===== src/hdl/nfb_pkg.sv =====
// Package for the negated-flag branch unit: opcodes, field layout, timing, types
//
// Behaviour
// - Carry clear takes branch; else fall through
// - Negative clear takes branch; else fall through
// - Overflow clear takes branch; else fall through
// - Offset is signed byte, doubled before adding
// - Target is incremented PC plus doubled offset
// - Not taken: one cycle; taken: two
// - Overflow branch opcode nibbles 1110 then 0101
// - Negative branch opcode nibbles 1110 then 0111
// - Carry branch opcode nibbles 1110 then 0011
package nfb_pkg;

	// Opcode nibbles of the upper byte
	localparam logic [3:0] OPC_HI_NIB = 4'hE;
	localparam logic [3:0] OPC_LO_CARRY = 4'h3;
	localparam logic [3:0] OPC_LO_NEG = 4'h7;
	localparam logic [3:0] OPC_LO_OVF = 4'h5;

	// Instruction word layout
	localparam int INSTR_W = 16;
	localparam int OPC_HI_MSB = 15;
	localparam int OPC_HI_LSB = 12;
	localparam int OPC_LO_MSB = 11;
	localparam int OPC_LO_LSB = 8;
	localparam int OFS_MSB = 7;
	localparam int OFS_LSB = 0;
	localparam int OFS_W = 8;

	// Timing: core clock quarters per instruction cycle
	localparam int QUARTERS_PER_CYCLE = 4;
	localparam int CORE_CLK_PERIOD_NS = 50;
	localparam int INSTR_CYCLE_NS = QUARTERS_PER_CYCLE * CORE_CLK_PERIOD_NS;

	// Reset values
	localparam logic [INSTR_W-1:0] INSTR_RST = 16'h0000;
	localparam logic [OFS_W-1:0] OFS_RST = 8'h00;

	// Default program counter width
	localparam int PC_W_DEF = 16;

	typedef enum logic [1:0] {
		OP_NONE,
		OP_CARRY_CLR,
		OP_NEG_CLR,
		OP_OVF_CLR
	} nfb_op_e;

	typedef enum logic {
		ST_RUN,
		ST_FLUSH
	} nfb_state_e;

	// One-hot quarter strobes, exactly one high per core clock
	typedef struct packed {
		logic q1;
		logic q2;
		logic q3;
		logic fourth_quarter_cycle;
	} nfb_phase_s;

	localparam nfb_phase_s PHASE_RST = 4'h8;

	// Status flags as seen from the flag register
	typedef struct packed {
		logic carry;
		logic negative;
		logic overflow;
	} nfb_flags_s;

endpackage : nfb_pkg


===== src/hdl/nfb_branch_unit.sv =====
// Negated-flag conditional branch unit: decode, condition test, target, timing
`timescale 1ns/1ns
module nfb_branch_unit #(
	parameter int PC_W = nfb_pkg::PC_W_DEF
) (
	// Clock and reset
	input wire logic core_clk_i,
	input wire logic rst_i,
	// Fetched instruction, held stable through the whole instruction cycle
	input wire logic instr_valid_i,
	input wire logic [nfb_pkg::INSTR_W-1:0] instr_i,
	// Program counter, already advanced past the branch word
	input wire logic [PC_W-1:0] pc_next_i,
	// Status flags
	input nfb_pkg::nfb_flags_s flags_i,
	// Program counter load path
	output logic pc_load_o,
	output logic [PC_W-1:0] pc_target_o,
	// Cycle status
	output logic nop_cycle_o,
	output logic flag_we_o,
	output nfb_pkg::nfb_phase_s phase_o
);

	if (PC_W < nfb_pkg::OFS_W + 2) begin : g_pc_w_check
		$error("PC_W too narrow for the doubled signed offset");
	end

	// Recognise one of the three branches from the upper byte
	function automatic nfb_pkg::nfb_op_e decode_op(input logic [nfb_pkg::INSTR_W-1:0] w);
		nfb_pkg::nfb_op_e op;
		op = nfb_pkg::OP_NONE;
		if (w[nfb_pkg::OPC_HI_MSB:nfb_pkg::OPC_HI_LSB] == nfb_pkg::OPC_HI_NIB) begin
			case (w[nfb_pkg::OPC_LO_MSB:nfb_pkg::OPC_LO_LSB])
				nfb_pkg::OPC_LO_CARRY: op = nfb_pkg::OP_CARRY_CLR;
				nfb_pkg::OPC_LO_NEG: op = nfb_pkg::OP_NEG_CLR;
				nfb_pkg::OPC_LO_OVF: op = nfb_pkg::OP_OVF_CLR;
				default: op = nfb_pkg::OP_NONE;
			endcase
		end
		return op;
	endfunction : decode_op

	// Branch is taken only when the tested flag reads zero
	function automatic logic cond_met(input nfb_pkg::nfb_op_e op, input nfb_pkg::nfb_flags_s f);
		logic t;
		t = 1'b0;
		case (op)
			nfb_pkg::OP_CARRY_CLR: t = ~f.carry;
			nfb_pkg::OP_NEG_CLR: t = ~f.negative;
			nfb_pkg::OP_OVF_CLR: t = ~f.overflow;
			default: t = 1'b0;
		endcase
		return t;
	endfunction : cond_met

	// Sign-extend the byte offset and double it to a byte distance
	function automatic logic [PC_W-1:0] byte_offset(input logic [nfb_pkg::OFS_W-1:0] n);
		return {{(PC_W-nfb_pkg::OFS_W-1){n[nfb_pkg::OFS_W-1]}}, n, 1'b0};
	endfunction : byte_offset

	nfb_pkg::nfb_phase_s phase;

	nfb_quarter_seq u_quarter_seq (
		.core_clk_i(core_clk_i),
		.rst_i(rst_i),
		.phase_o(phase)
	);

	nfb_pkg::nfb_state_e state_q;
	nfb_pkg::nfb_state_e state_d;
	nfb_pkg::nfb_op_e op_q;
	nfb_pkg::nfb_op_e op_d;
	logic [nfb_pkg::INSTR_W-1:0] instr_q;
	logic [nfb_pkg::INSTR_W-1:0] instr_d;
	logic [nfb_pkg::OFS_W-1:0] ofs_q;
	logic [nfb_pkg::OFS_W-1:0] ofs_d;
	logic take_q;
	logic take_d;
	logic [PC_W-1:0] target_q;
	logic [PC_W-1:0] target_d;

	always_comb begin
		state_d = state_q;
		op_d = op_q;
		instr_d = instr_q;
		ofs_d = ofs_q;
		take_d = take_q;
		target_d = target_q;
		// Decode; a flush cycle discards whatever the fetch unit presents
		if (phase.q1) begin
			take_d = 1'b0;
			if (state_q == nfb_pkg::ST_RUN && instr_valid_i) begin
				instr_d = instr_i;
				op_d = decode_op(instr_i);
			end else begin
				op_d = nfb_pkg::OP_NONE;
			end
		end
		// Read literal
		if (phase.q2) begin
			ofs_d = instr_q[nfb_pkg::OFS_MSB:nfb_pkg::OFS_LSB];
		end
		// Process: flags are sampled late so the previous instruction's fourth-quarter write is seen
		if (phase.q3) begin
			take_d = cond_met(op_q, flags_i);
			target_d = pc_next_i + byte_offset(ofs_q);
		end
		// Taken branch arms a whole no-operation cycle after its PC write
		if (phase.fourth_quarter_cycle) begin
			case (state_q)
				nfb_pkg::ST_RUN: begin
					if (take_q) begin
						state_d = nfb_pkg::ST_FLUSH;
					end
				end
				nfb_pkg::ST_FLUSH: begin
					state_d = nfb_pkg::ST_RUN;
				end
				default: begin
					state_d = nfb_pkg::ST_RUN;
				end
			endcase
		end
	end

	always_ff @(posedge core_clk_i or posedge rst_i) begin
		if (rst_i) begin
			state_q <= nfb_pkg::ST_RUN;
			op_q <= nfb_pkg::OP_NONE;
			instr_q <= nfb_pkg::INSTR_RST;
			ofs_q <= nfb_pkg::OFS_RST;
			take_q <= 1'b0;
			target_q <= '0;
		end else begin
			state_q <= state_d;
			op_q <= op_d;
			instr_q <= instr_d;
			ofs_q <= ofs_d;
			take_q <= take_d;
			target_q <= target_d;
		end
	end

	// PC write happens in the fourth quarter only; otherwise that quarter idles
	assign pc_load_o = phase.fourth_quarter_cycle & take_q;
	assign pc_target_o = target_q;
	assign nop_cycle_o = (state_q == nfb_pkg::ST_FLUSH);
	// This unit has no path into the flag register
	assign flag_we_o = 1'b0;
	assign phase_o = phase;

	// Helper: reference target using signed arithmetic, independent of byte_offset
	logic signed [PC_W:0] ref_target;
	always_comb begin
		ref_target = (PC_W+1)'($signed({1'b0, pc_next_i}) + 2 * $signed(ofs_q));
	end
endmodule : nfb_branch_unit


===== src/hdl/nfb_quarter_seq.sv =====
// Quarter-cycle sequencer: rotates a one-hot strobe through the four quarters
`timescale 1ns/1ns
module nfb_quarter_seq (
	// Clock and reset
	input wire logic core_clk_i,
	input wire logic rst_i,
	// Quarter strobes
	output nfb_pkg::nfb_phase_s phase_o
);

	nfb_pkg::nfb_phase_s phase_q;
	nfb_pkg::nfb_phase_s phase_d;

	// A one-hot ring keeps each strobe a straight flop output, no decode glitches
	always_comb begin
		phase_d = {phase_q[0], phase_q[3:1]};
	end

	always_ff @(posedge core_clk_i or posedge rst_i) begin
		if (rst_i) begin
			phase_q <= nfb_pkg::PHASE_RST;
		end else begin
			phase_q <= phase_d;
		end
	end

	assign phase_o = phase_q;

endmodule : nfb_quarter_seq


===== config.mk =====
export PLATFORM = sky130hd
export DESIGN_NAME = nfb_branch_unit
export DESIGN_NICKNAME = d
export VERILOG_FILES = /design/src/hdl/nfb_pkg.sv /design/src/hdl/nfb_branch_unit.sv /design/src/hdl/nfb_quarter_seq.sv
export SDC_FILE = /design/constraint.sdc
export NUM_CORES = 1
export LEC_CHECK = 0
export BUFFER_PORTS_ARGS = -buffer_cell sky130_fd_sc_hd__buf_4
export CAP_MARGIN = 5
export CORE_AREA = 2 2 83 85
export DETAILED_ROUTE_END_ITERATION = 8
export DIE_AREA = 0 0 85 87
export MAX_ROUTING_LAYER = met4
export PLACE_DENSITY = 0.58
export SYNTH_ARGS = -nofsm -noshare
export SYNTH_HDL_FRONTEND = slang
export SYNTH_HIERARCHICAL = 1
export SYNTH_SLANG_ARGS = --single-unit
export TNS_END_PERCENT = 100

===== constraint.sdc =====
create_clock -name core_clk_i -period 2.23 [get_ports core_clk_i]
set_clock_uncertainty 0.15 [all_clocks]
set_input_delay 0.3345 -clock core_clk_i [delete_from_list [all_inputs] [get_ports core_clk_i]]
set_output_delay 0.3345 -clock core_clk_i [all_outputs]
set_load 0.01 [all_outputs]

# [Yosys cells after proc, flatten, opt, wreduce, memory -nomap -nowiden]
# Index checks and enable logic that the tools add are counted.
# Widths: inputs -> output; s select.
[word_totals] ff_bits=40 out_inout_bits=23
[classes] add_sub_neg=1 n_eq_ne=7 mux=8 bitwise_logic=5 n_reduce_logical=3
[ops] cell="$add 16x16->16" count=1
[ops] cell="$eq 4x3->1 const B" count=2
[ops] cell="$pmux 2 s3" count=1
[ops] cell="$eq 2x2->1 const B" count=2
[ops] cell="$eq 4x2->1 const B" count=1
[ops] cell="$eq 4x4->1 const B" count=1
[ops] cell="$mux 2" count=2
[ops] cell="$not 1->1" count=4
[ops] cell="$mux 1" count=3
[ops] cell="$pmux 1 s3" count=1
[ops] cell="$eq 2x1->1 const B" count=1
[ops] cell="$pmux 1 s2" count=1
[ops] cell="$reduce_and 2->1" count=1
[ops] cell="$reduce_bool 2->1" count=1
[ops] cell="$and 1x1->1" count=1
[ops] cell="$logic_and 1x1->1" count=1

# [Longest topological paths before layout]
# Gate-level depths: netlist of the first run.
[depth] ltp_word=4 mapped_depth=7 depth_no_buf=7

# [Modules after synthesis]
# Netlist of the first run, hierarchy kept.
[by_module_without_submodules] module="nfb_branch_unit" n_inst=1 cells_each=199 area_per_inst_um2=2118.3 seq_area_each_um2=900.9
[by_module_without_submodules] module="nfb_quarter_seq" n_inst=1 cells_each=5 area_per_inst_um2=105.1 seq_area_each_um2=101.3

# [Worst setup path after synthesis of the first run]
# OpenSTA, ideal clock, no wires.
[synth_path] kind="register to register" startpoint="register ofs_q[0] in the netlist's numbering" endpoint="register target_q[11] (netlist: pc_target_o[11])" setup_ns=0.125 arrival_ns=2.061 t_required_ns=1.955 setup_slack_ns=-0.106 stages_incl_launch_ff=8 cell_sequence="dfrtp_1 ha_1 fa_1 a21o_1 a221oi_2 o21ai_1 xor2_1 mux2_2"
[synth_via] elab_chain_cells=1
[synth_lines] element="start: declaration" line_no="nfb_branch_unit.sv:76" text="logic [nfb_pkg::OFS_W-1:0] ofs_q;"
[synth_lines] element="start signal: assignment" line_no="nfb_branch_unit.sv:132" text="ofs_q <= nfb_pkg::OFS_RST;"
[synth_lines] element="start signal: assignment" line_no="nfb_branch_unit.sv:139" text="ofs_q <= ofs_d;"
[synth_lines] element="$add 16x16->16" line_no="nfb_branch_unit.sv:107" text="target_d = pc_next_i + byte_offset(ofs_q);"
[synth_lines] element="end signal: assignment" line_no="nfb_branch_unit.sv:141" text="target_q <= target_d;"
[synth_lines] element="end: declaration" line_no="nfb_branch_unit.sv:80" text="logic [PC_W-1:0] target_q;"
# No other way between the ends.
# A chain may end at the register's enable or synchronous reset.

# [Final worst setup path of the first run]
# Same ends and word-level chain as after synthesis.

==> impl_metrics.tcl, run 1 <==
set metrics [dict create \
    fp-row-count 30 \
    tns_ps -3.745 \
    synth_edf_count 0 \
    peakVddDrop_mv 0.3361 \
    hold_viol 0 \
    grt_overflow 0 \
    core_um2 6569 \
    via_per_inst 4.910 \
    clock-sinks 40 \
    netlist_area_um2 2223 \
    n_fill_cell 624 \
    multi_input_area_um2 1207 \
    critPathCaptureType "register" \
    fin_nets 348 \
    cts_tree "done" \
    highest_layer "met4" \
    min_period_ps 2234 \
    met2_length_um 2551 \
    clk_path_buf_depth 2 \
    firstDrtPassIters 4 \
    vias 1846 \
    drive_above_1_share_pct 46.62 \
    slew_viol_final 0 \
    grt_pass1_vias 1869 \
    route.detailed.drc 0 \
    ios 61 \
    numCtsBuffers 5 \
    power.net_switching_uw 327.8 \
    htreeDepth 2 \
    cp_max_fo 4 \
    finalCritPeriodShare_pct 100.2 \
    wl_met1_um 2360 \
    crit_slowest_cell "dfrtp_1" \
    finalSetupViolations 1 \
    yosysSeqAreaShare_pct 45.08 \
    max_freq_mhz 447.7 \
    die_h_um 87 \
    hold_path_class "in -> reg" \
    syn_inst 204 \
    critPathKind "reg -> reg" \
    drt_iter0_drc 85 \
    cp_top_family "compound AO/OA/AOI/OAI gates" \
    yosysWarnings 6 \
    swShare_pct 22.33 \
    cts_root_buffer "clkbuf_8" \
    fin_util_pct 48.00 \
    instances_no_fill 376 \
    critical_path_buf_inv_count 0 \
    wire_per_inst_um 13.70 \
    critical_path_required_ps 2270 \
    p_comb_share_pct 10.1 \
    grt_usage_pct 15.41 \
    start_util_pct 33.85 \
    worstSkewPairLatency_ps 290 \
    post-dp-hpwl_um 3879 \
    start_kind "register" \
    ant_nets 0 \
    dieWidth_um 85 \
    port_buffers 59 \
    worst_ep_arrival_time_ps 2270 \
    cellPowerDensity_nw_per_um2 465.6 \
    seq_area_um2 1003 \
    pwr-share-seq_pct 49.5 \
    synthArstFlopShare_pct 100.0 \
    placed_cells 364 \
    dr_wl_met3_um 181 \
    setup_slack_ps -3.745 \
    grt_max_degree 37 \
    synth_cell_type_count 49 \
    power.total_mw 1.468 \
    antenna_found_initial 0 \
    syn-mean-instance-area_um2 10.90 \
    violations "setup timing" \
    wl_um 5151 \
    power.share.clock_pct 40.5 \
    grt_pass1_wl_um 8763 \
    outcome "finished, violations left" \
    cts.clk_slew.worst_paths_ps 80 \
    p_int_mw 1.140 \
    ys.flop_type "dfrtp_1" \
    maxCapViolCount 0 \
    whs_ps 106.8 \
    n_antenna_cell 0 \
    synth_seq_cells 40 \
    path_cells "ha_2 -> fa_2 -> a21o_1 -> a221oi_4 -> o21ai_1 -> xor2_1 -> mux2_2" \
    grt_setup_unrepaired "true" \
    routabilityCongestion 0.8432 \
    critical-path-max-stage-delay_ps 390 \
    syn2layout_area_growth_pct 41.81 \
    syn_nets 257 \
    p_leak_nw 1.592 \
    die_area_um2 7395 \
]
[layout by cell type, fill, tap and decap left out, types with 2 or more instances in the layout]
cell / n
o21a_1: 2
nand3_1: 2
buf_4: 91
ha_1: 10
mux2i_1: 3
a21oi_2: 2
inv_1: 9
mux2_2: 21
xor2_1: 4
a21o_1: 3
dfrtp_1: 38
nor2_1: 11
o311ai_1: 2
o211ai_1: 3
o211a_1: 2
nor3_1: 4
o21ai_1: 3
nand2_1: 20
nand4_1: 2
ha_2: 3
xnor2_1: 5
mux2_1: 3
a211o_1: 3
a22o_1: 2
a31oi_1: 2
clkbuf_8: 5
a21oi_1: 9
[synth_stat cells, types with 4 or more instances]
cell type,n,area (um2)
dfrtp_1,39,975.9
mux2_2,22,247.7
nand2_1,20,75.07
inv_1,9,33.78
clkbuf_1,5,18.77
a21oi_1,11,55.05
nor3_1,4,20.02
xnor2_1,5,43.79
nor2_1,11,41.29
xor2_1,4,35.03
ha_1,14,175.2
[cell families (layout without fill, tap and decap cells)]
family / count (synthesis) / count (layout) / share of synthesized area, %
DFF: 40 / 40 / 45.08
adders and majority gates: 15 / 15 / 8.779
AOI/OAI and AO/OA: 44 / 44 / 14.46
buffers and inverters: 18 / 110 / 3.320
other: 1 / 1 / 0.1687
muxes: 28 / 28 / 14.01
and+or+nand+nor: 49 / 49 / 10.64
xor gates and xnor gates: 9 / 9 / 3.545
[state kept, by name (all words and copies together) (netlist names)]
signal / count
instr_q: 8
nop_cycle_o: 1
ofs_q: 8
op_q: 2
pc_target_o: 16
take_q: 1
u_quarter_seq/phase_o: 4
[through the flow]
| stage | setup WS (ps) | instance area [um2] |
|---|---|---|
| floorplan | 26.07 | 2237 |
| global placement | -104.2 | 2962 |
| detailed placement | -132.2 | 2962 |
| CTS | -12.84 | 3108 |
| global route | -86.57 | 3153 |
| finish | -3.745 | 3153 |
[path summary, 6_finish.rpt]
| kind | slack [ps] | from | depth (start not counted) | to |
|---|---|---|---|---|
| setup / recovery | -4 | ofs_q[0] | 7 | pc_target_o[11] |
| hold / removal | 110 | pc_next_i[0] | 2 | pc_target_o[0] |
| setup reg to reg | -4 | ofs_q[0] | 7 | pc_target_o[11] |
| hold reg to reg | 280 | u_quarter_seq/phase_o[3] | 0 | u_quarter_seq/phase_o[2] |
| max in group asynchronous | 1020 | rst_i | 4 | ofs_q[7] |
| min in group asynchronous | 320 | rst_i | 3 | u_quarter_seq/phase_o[1] |
[metal layers]
metal | vias up | track usage (%)
li1 | 919 | -
met1 | 880 | 19.26
met2 | 41 | 25.28
met3 | 6 | 2.559
met4 | 0 | 5.628
met5 | - | -
[worst reg2reg max path, stage by stage, from the launching register on]
cell and delay (ps):
dfrtp_1 390, ha_2 190, fa_2 340, a21o_1 200, a221oi_4 350, o21ai_1 110
xor2_1 150, mux2_2 260
[layout make-up]
type	instances	share of cell area (%)
tap	80	3.175
timing repair buffer	92	21.98
multi-input combinational	146	38.29
sequential	40	31.83
clock inverter	3	1.349
inverter	10	1.190
clock buffer	5	2.183
[repair_timing]
item,4_1_cts,5_1_grt
pin swaps,2,2
buffers inserted,2,1
endpoints found under the setup margin,5,7
gates resized for setup,3,9
hold buffers,1,0
hold endpoints to repair,4,0
[power by group through the flow]
stage          logic, mW  registers (mW)  clock network [mW]
2_1_floorplan     0.0558           0.741                   0
3_3_place_gp       0.144           0.741                   0
3_5_place_dp       0.145           0.741                   0
4_1_cts            0.147           0.726               0.611
5_1_grt            0.165           0.726               0.646
6_report           0.148           0.726               0.594
Note: power is estimated with default switching activity, not from simulation.
==> run 2, diff against run 1 <==
TNS_END_PERCENT = 10   (was 100)
==> run 2 against run 1 <==
  * The flow now finishes without violations
  * Cell count fell by 0.53%
  * Final area is 0.79% lower
  * Sequential share of layout area is 0.25 points higher
  * Via count fell by 0.65%
  * Worst setup slack better by 17 ps
  * Global-route usage barely moved
  * Largest cell class unchanged
==> impl_metrics.tcl, run 2 (synthesis gave the netlist of run 1 again) <==
set metrics [dict create \
    cts_root_buffer "clkbuf_8" \
    die_h_um 87 \
    placed_cell_area_um2 2962 \
    cp_max_fo 8 \
    largest_reg_flops 16 \
    routabilityCongestion 0.8432 \
    cp_top_family "compound AO/OA/AOI/OAI gates" \
    start_kind "register" \
    clk_path_buf_depth 2 \
    finalCritPeriodShare_pct 99.39 \
    crit_slowest_cell "dfrtp_2" \
    wl_um 5145 \
    p_leak_nw 1.581 \
    port_buffers 59 \
    route.detailed.drc 0 \
    n_fill_cell 627 \
    grt_pass1_wl_um 8728 \
    n_antenna_cell 0 \
    p_comb_share_pct 10.0 \
    ant_nets 0 \
    path_cells "ha_2 -> a21oi_1 -> o211ai_1 -> a221oi_2 -> buf_4 -> mux2i_1 -> a211o_1" \
    grt_pass1_vias 1863 \
    drive_above_1_share_pct 45.24 \
    max_freq_mhz 451.2 \
    p_int_mw 1.140 \
    post-dp-hpwl_um 3879 \
    whs_ps 105.5 \
    numCtsBuffers 5 \
    power.total_mw 1.468 \
    critPathKind "reg -> reg" \
    start_util_pct 33.85 \
    power.share.clock_pct 40.6 \
    peakVddDrop_mv 0.3363 \
    hold_path_class "in -> reg" \
    power.net_switching_uw 328.3 \
    highest_layer "met4" \
    final_common_cell "buf_4" \
    dieWidth_um 85 \
    die_area_um2 7395 \
    min_period_ps 2216 \
    wire_per_inst_um 13.76 \
    via_per_inst 4.904 \
    wl_met1_um 2422 \
    syn2layout_area_growth_pct 40.69 \
    fin_area_um2 3128 \
    critical-path-max-stage-delay_ps 480 \
    vias 1834 \
    grt_overflow 0 \
    grt_usage_pct 15.37 \
    cts_tree "done" \
    worstSkewPairLatency_ps 290 \
    pwr-share-seq_pct 49.5 \
    firstDrtPassIters 4 \
    critical_path_required_ps 2270 \
    layout_common_cells "buf_4 (89), dfrtp_1 (38), mux2_2 (21)" \
    outcome "complete, no violations" \
    finalSetupViolations 0 \
    ios 61 \
    critPathCaptureType "register" \
    clock-sinks 40 \
    fin_nets 346 \
    htreeDepth 2 \
    cts.clk_slew.worst_paths_ps 80 \
    maxCapViolCount 0 \
    critical_path_buf_inv_count 1 \
    swShare_pct 22.37 \
    worst_ep_arrival_time_ps 2250 \
    antenna_found_initial 0 \
    hold_viol 0 \
    fp-row-count 30 \
    dr_wl_met3_um 182 \
    slew_viol_final 0 \
    met2_length_um 2481 \
    cellPowerDensity_nw_per_um2 469.3 \
    grt_setup_unrepaired "true" \
    drt_iter0_drc 63 \
    core_um2 6569 \
    grt_max_degree 37 \
]
## run 2: cell count changes in the layout (fill, tap and decap cells not counted)
cell / change
a21oi_1: +1
a21oi_2: -1
buf_4: -2
ha_1: +1
ha_2: -1
o21ai_1: +1
o21ai_2: -1
## run 2: final cells by class
type | count | area [um2] | area share (%)
Multi-Input combinational cell | 146 | 1197 | 38.28
Inverter | 10 | 37.54 | 1.200
Clock inverter | 3 | 42.54 | 1.360
Sequential cell | 40 | 1003 | 32.08
Clock buffer | 5 | 68.82 | 2.200
Tap cell | 80 | 100.1 | 3.200
Timing Repair Buffer | 90 | 678.2 | 21.68
## run 2: metrics by stage
step | utilization (%) | TNS [ps] | setup slack [ps] | std cells
after floorplan | - | 0 | 26.07 | 204
final | 47.62 | 0 | 13.64 | 374
after CTS | 47.16 | -77.32 | -35.55 | 374
after global placement | 45.09 | -394.2 | -104.2 | 364
after detailed placement | 45.09 | -517.3 | -132.2 | 364
after global routing | 47.62 | -316.0 | -82.75 | 374
## run 2: what timing repair did
item	CTS	global route
hold buffers	1	0
setup endpoints to repair	5	7
buffers inserted	1	0
hold endpoints to repair	4	0
pin swaps	1	1
gates resized for setup	2	7
## run 2: path summary, 6_finish.rpt
| kind | cells past startpoint | slack, ps | startpoint | to |
|---|---|---|---|---|
| max reg2reg | 7 | 10 | ofs_q[7] | pc_target_o[15] |
| min | 2 | 110 | pc_next_i[0] | pc_target_o[0] |
| min reg2reg | 0 | 280 | u_quarter_seq/phase_o[3] | u_quarter_seq/phase_o[2] |
| max in group asynchronous | 4 | 1030 | rst_i | ofs_q[7] |
| max | 7 | 10 | ofs_q[7] | pc_target_o[15] |
| min in group asynchronous | 3 | 320 | rst_i | u_quarter_seq/phase_o[1] |
## run 2: layer usage
| metal | vias up | global-route usage, % |
|---|---|---|
| met2 | 41 | 25.28 |
| met4 | 0 | 5.628 |
| li1 | 917 | - |
| met3 | 6 | 2.559 |
| met1 | 870 | 19.14 |
| met5 | - | - |
## run 2: power by group through the flow
stage	Clock [mW]	Combinational (mW)	Sequential (mW)
global route	0.646	0.164	0.726
floorplan	0	0.0558	0.741
finish	0.595	0.146	0.726
detailed placement	0	0.145	0.741
CTS	0.611	0.147	0.726
global placement	0	0.144	0.741
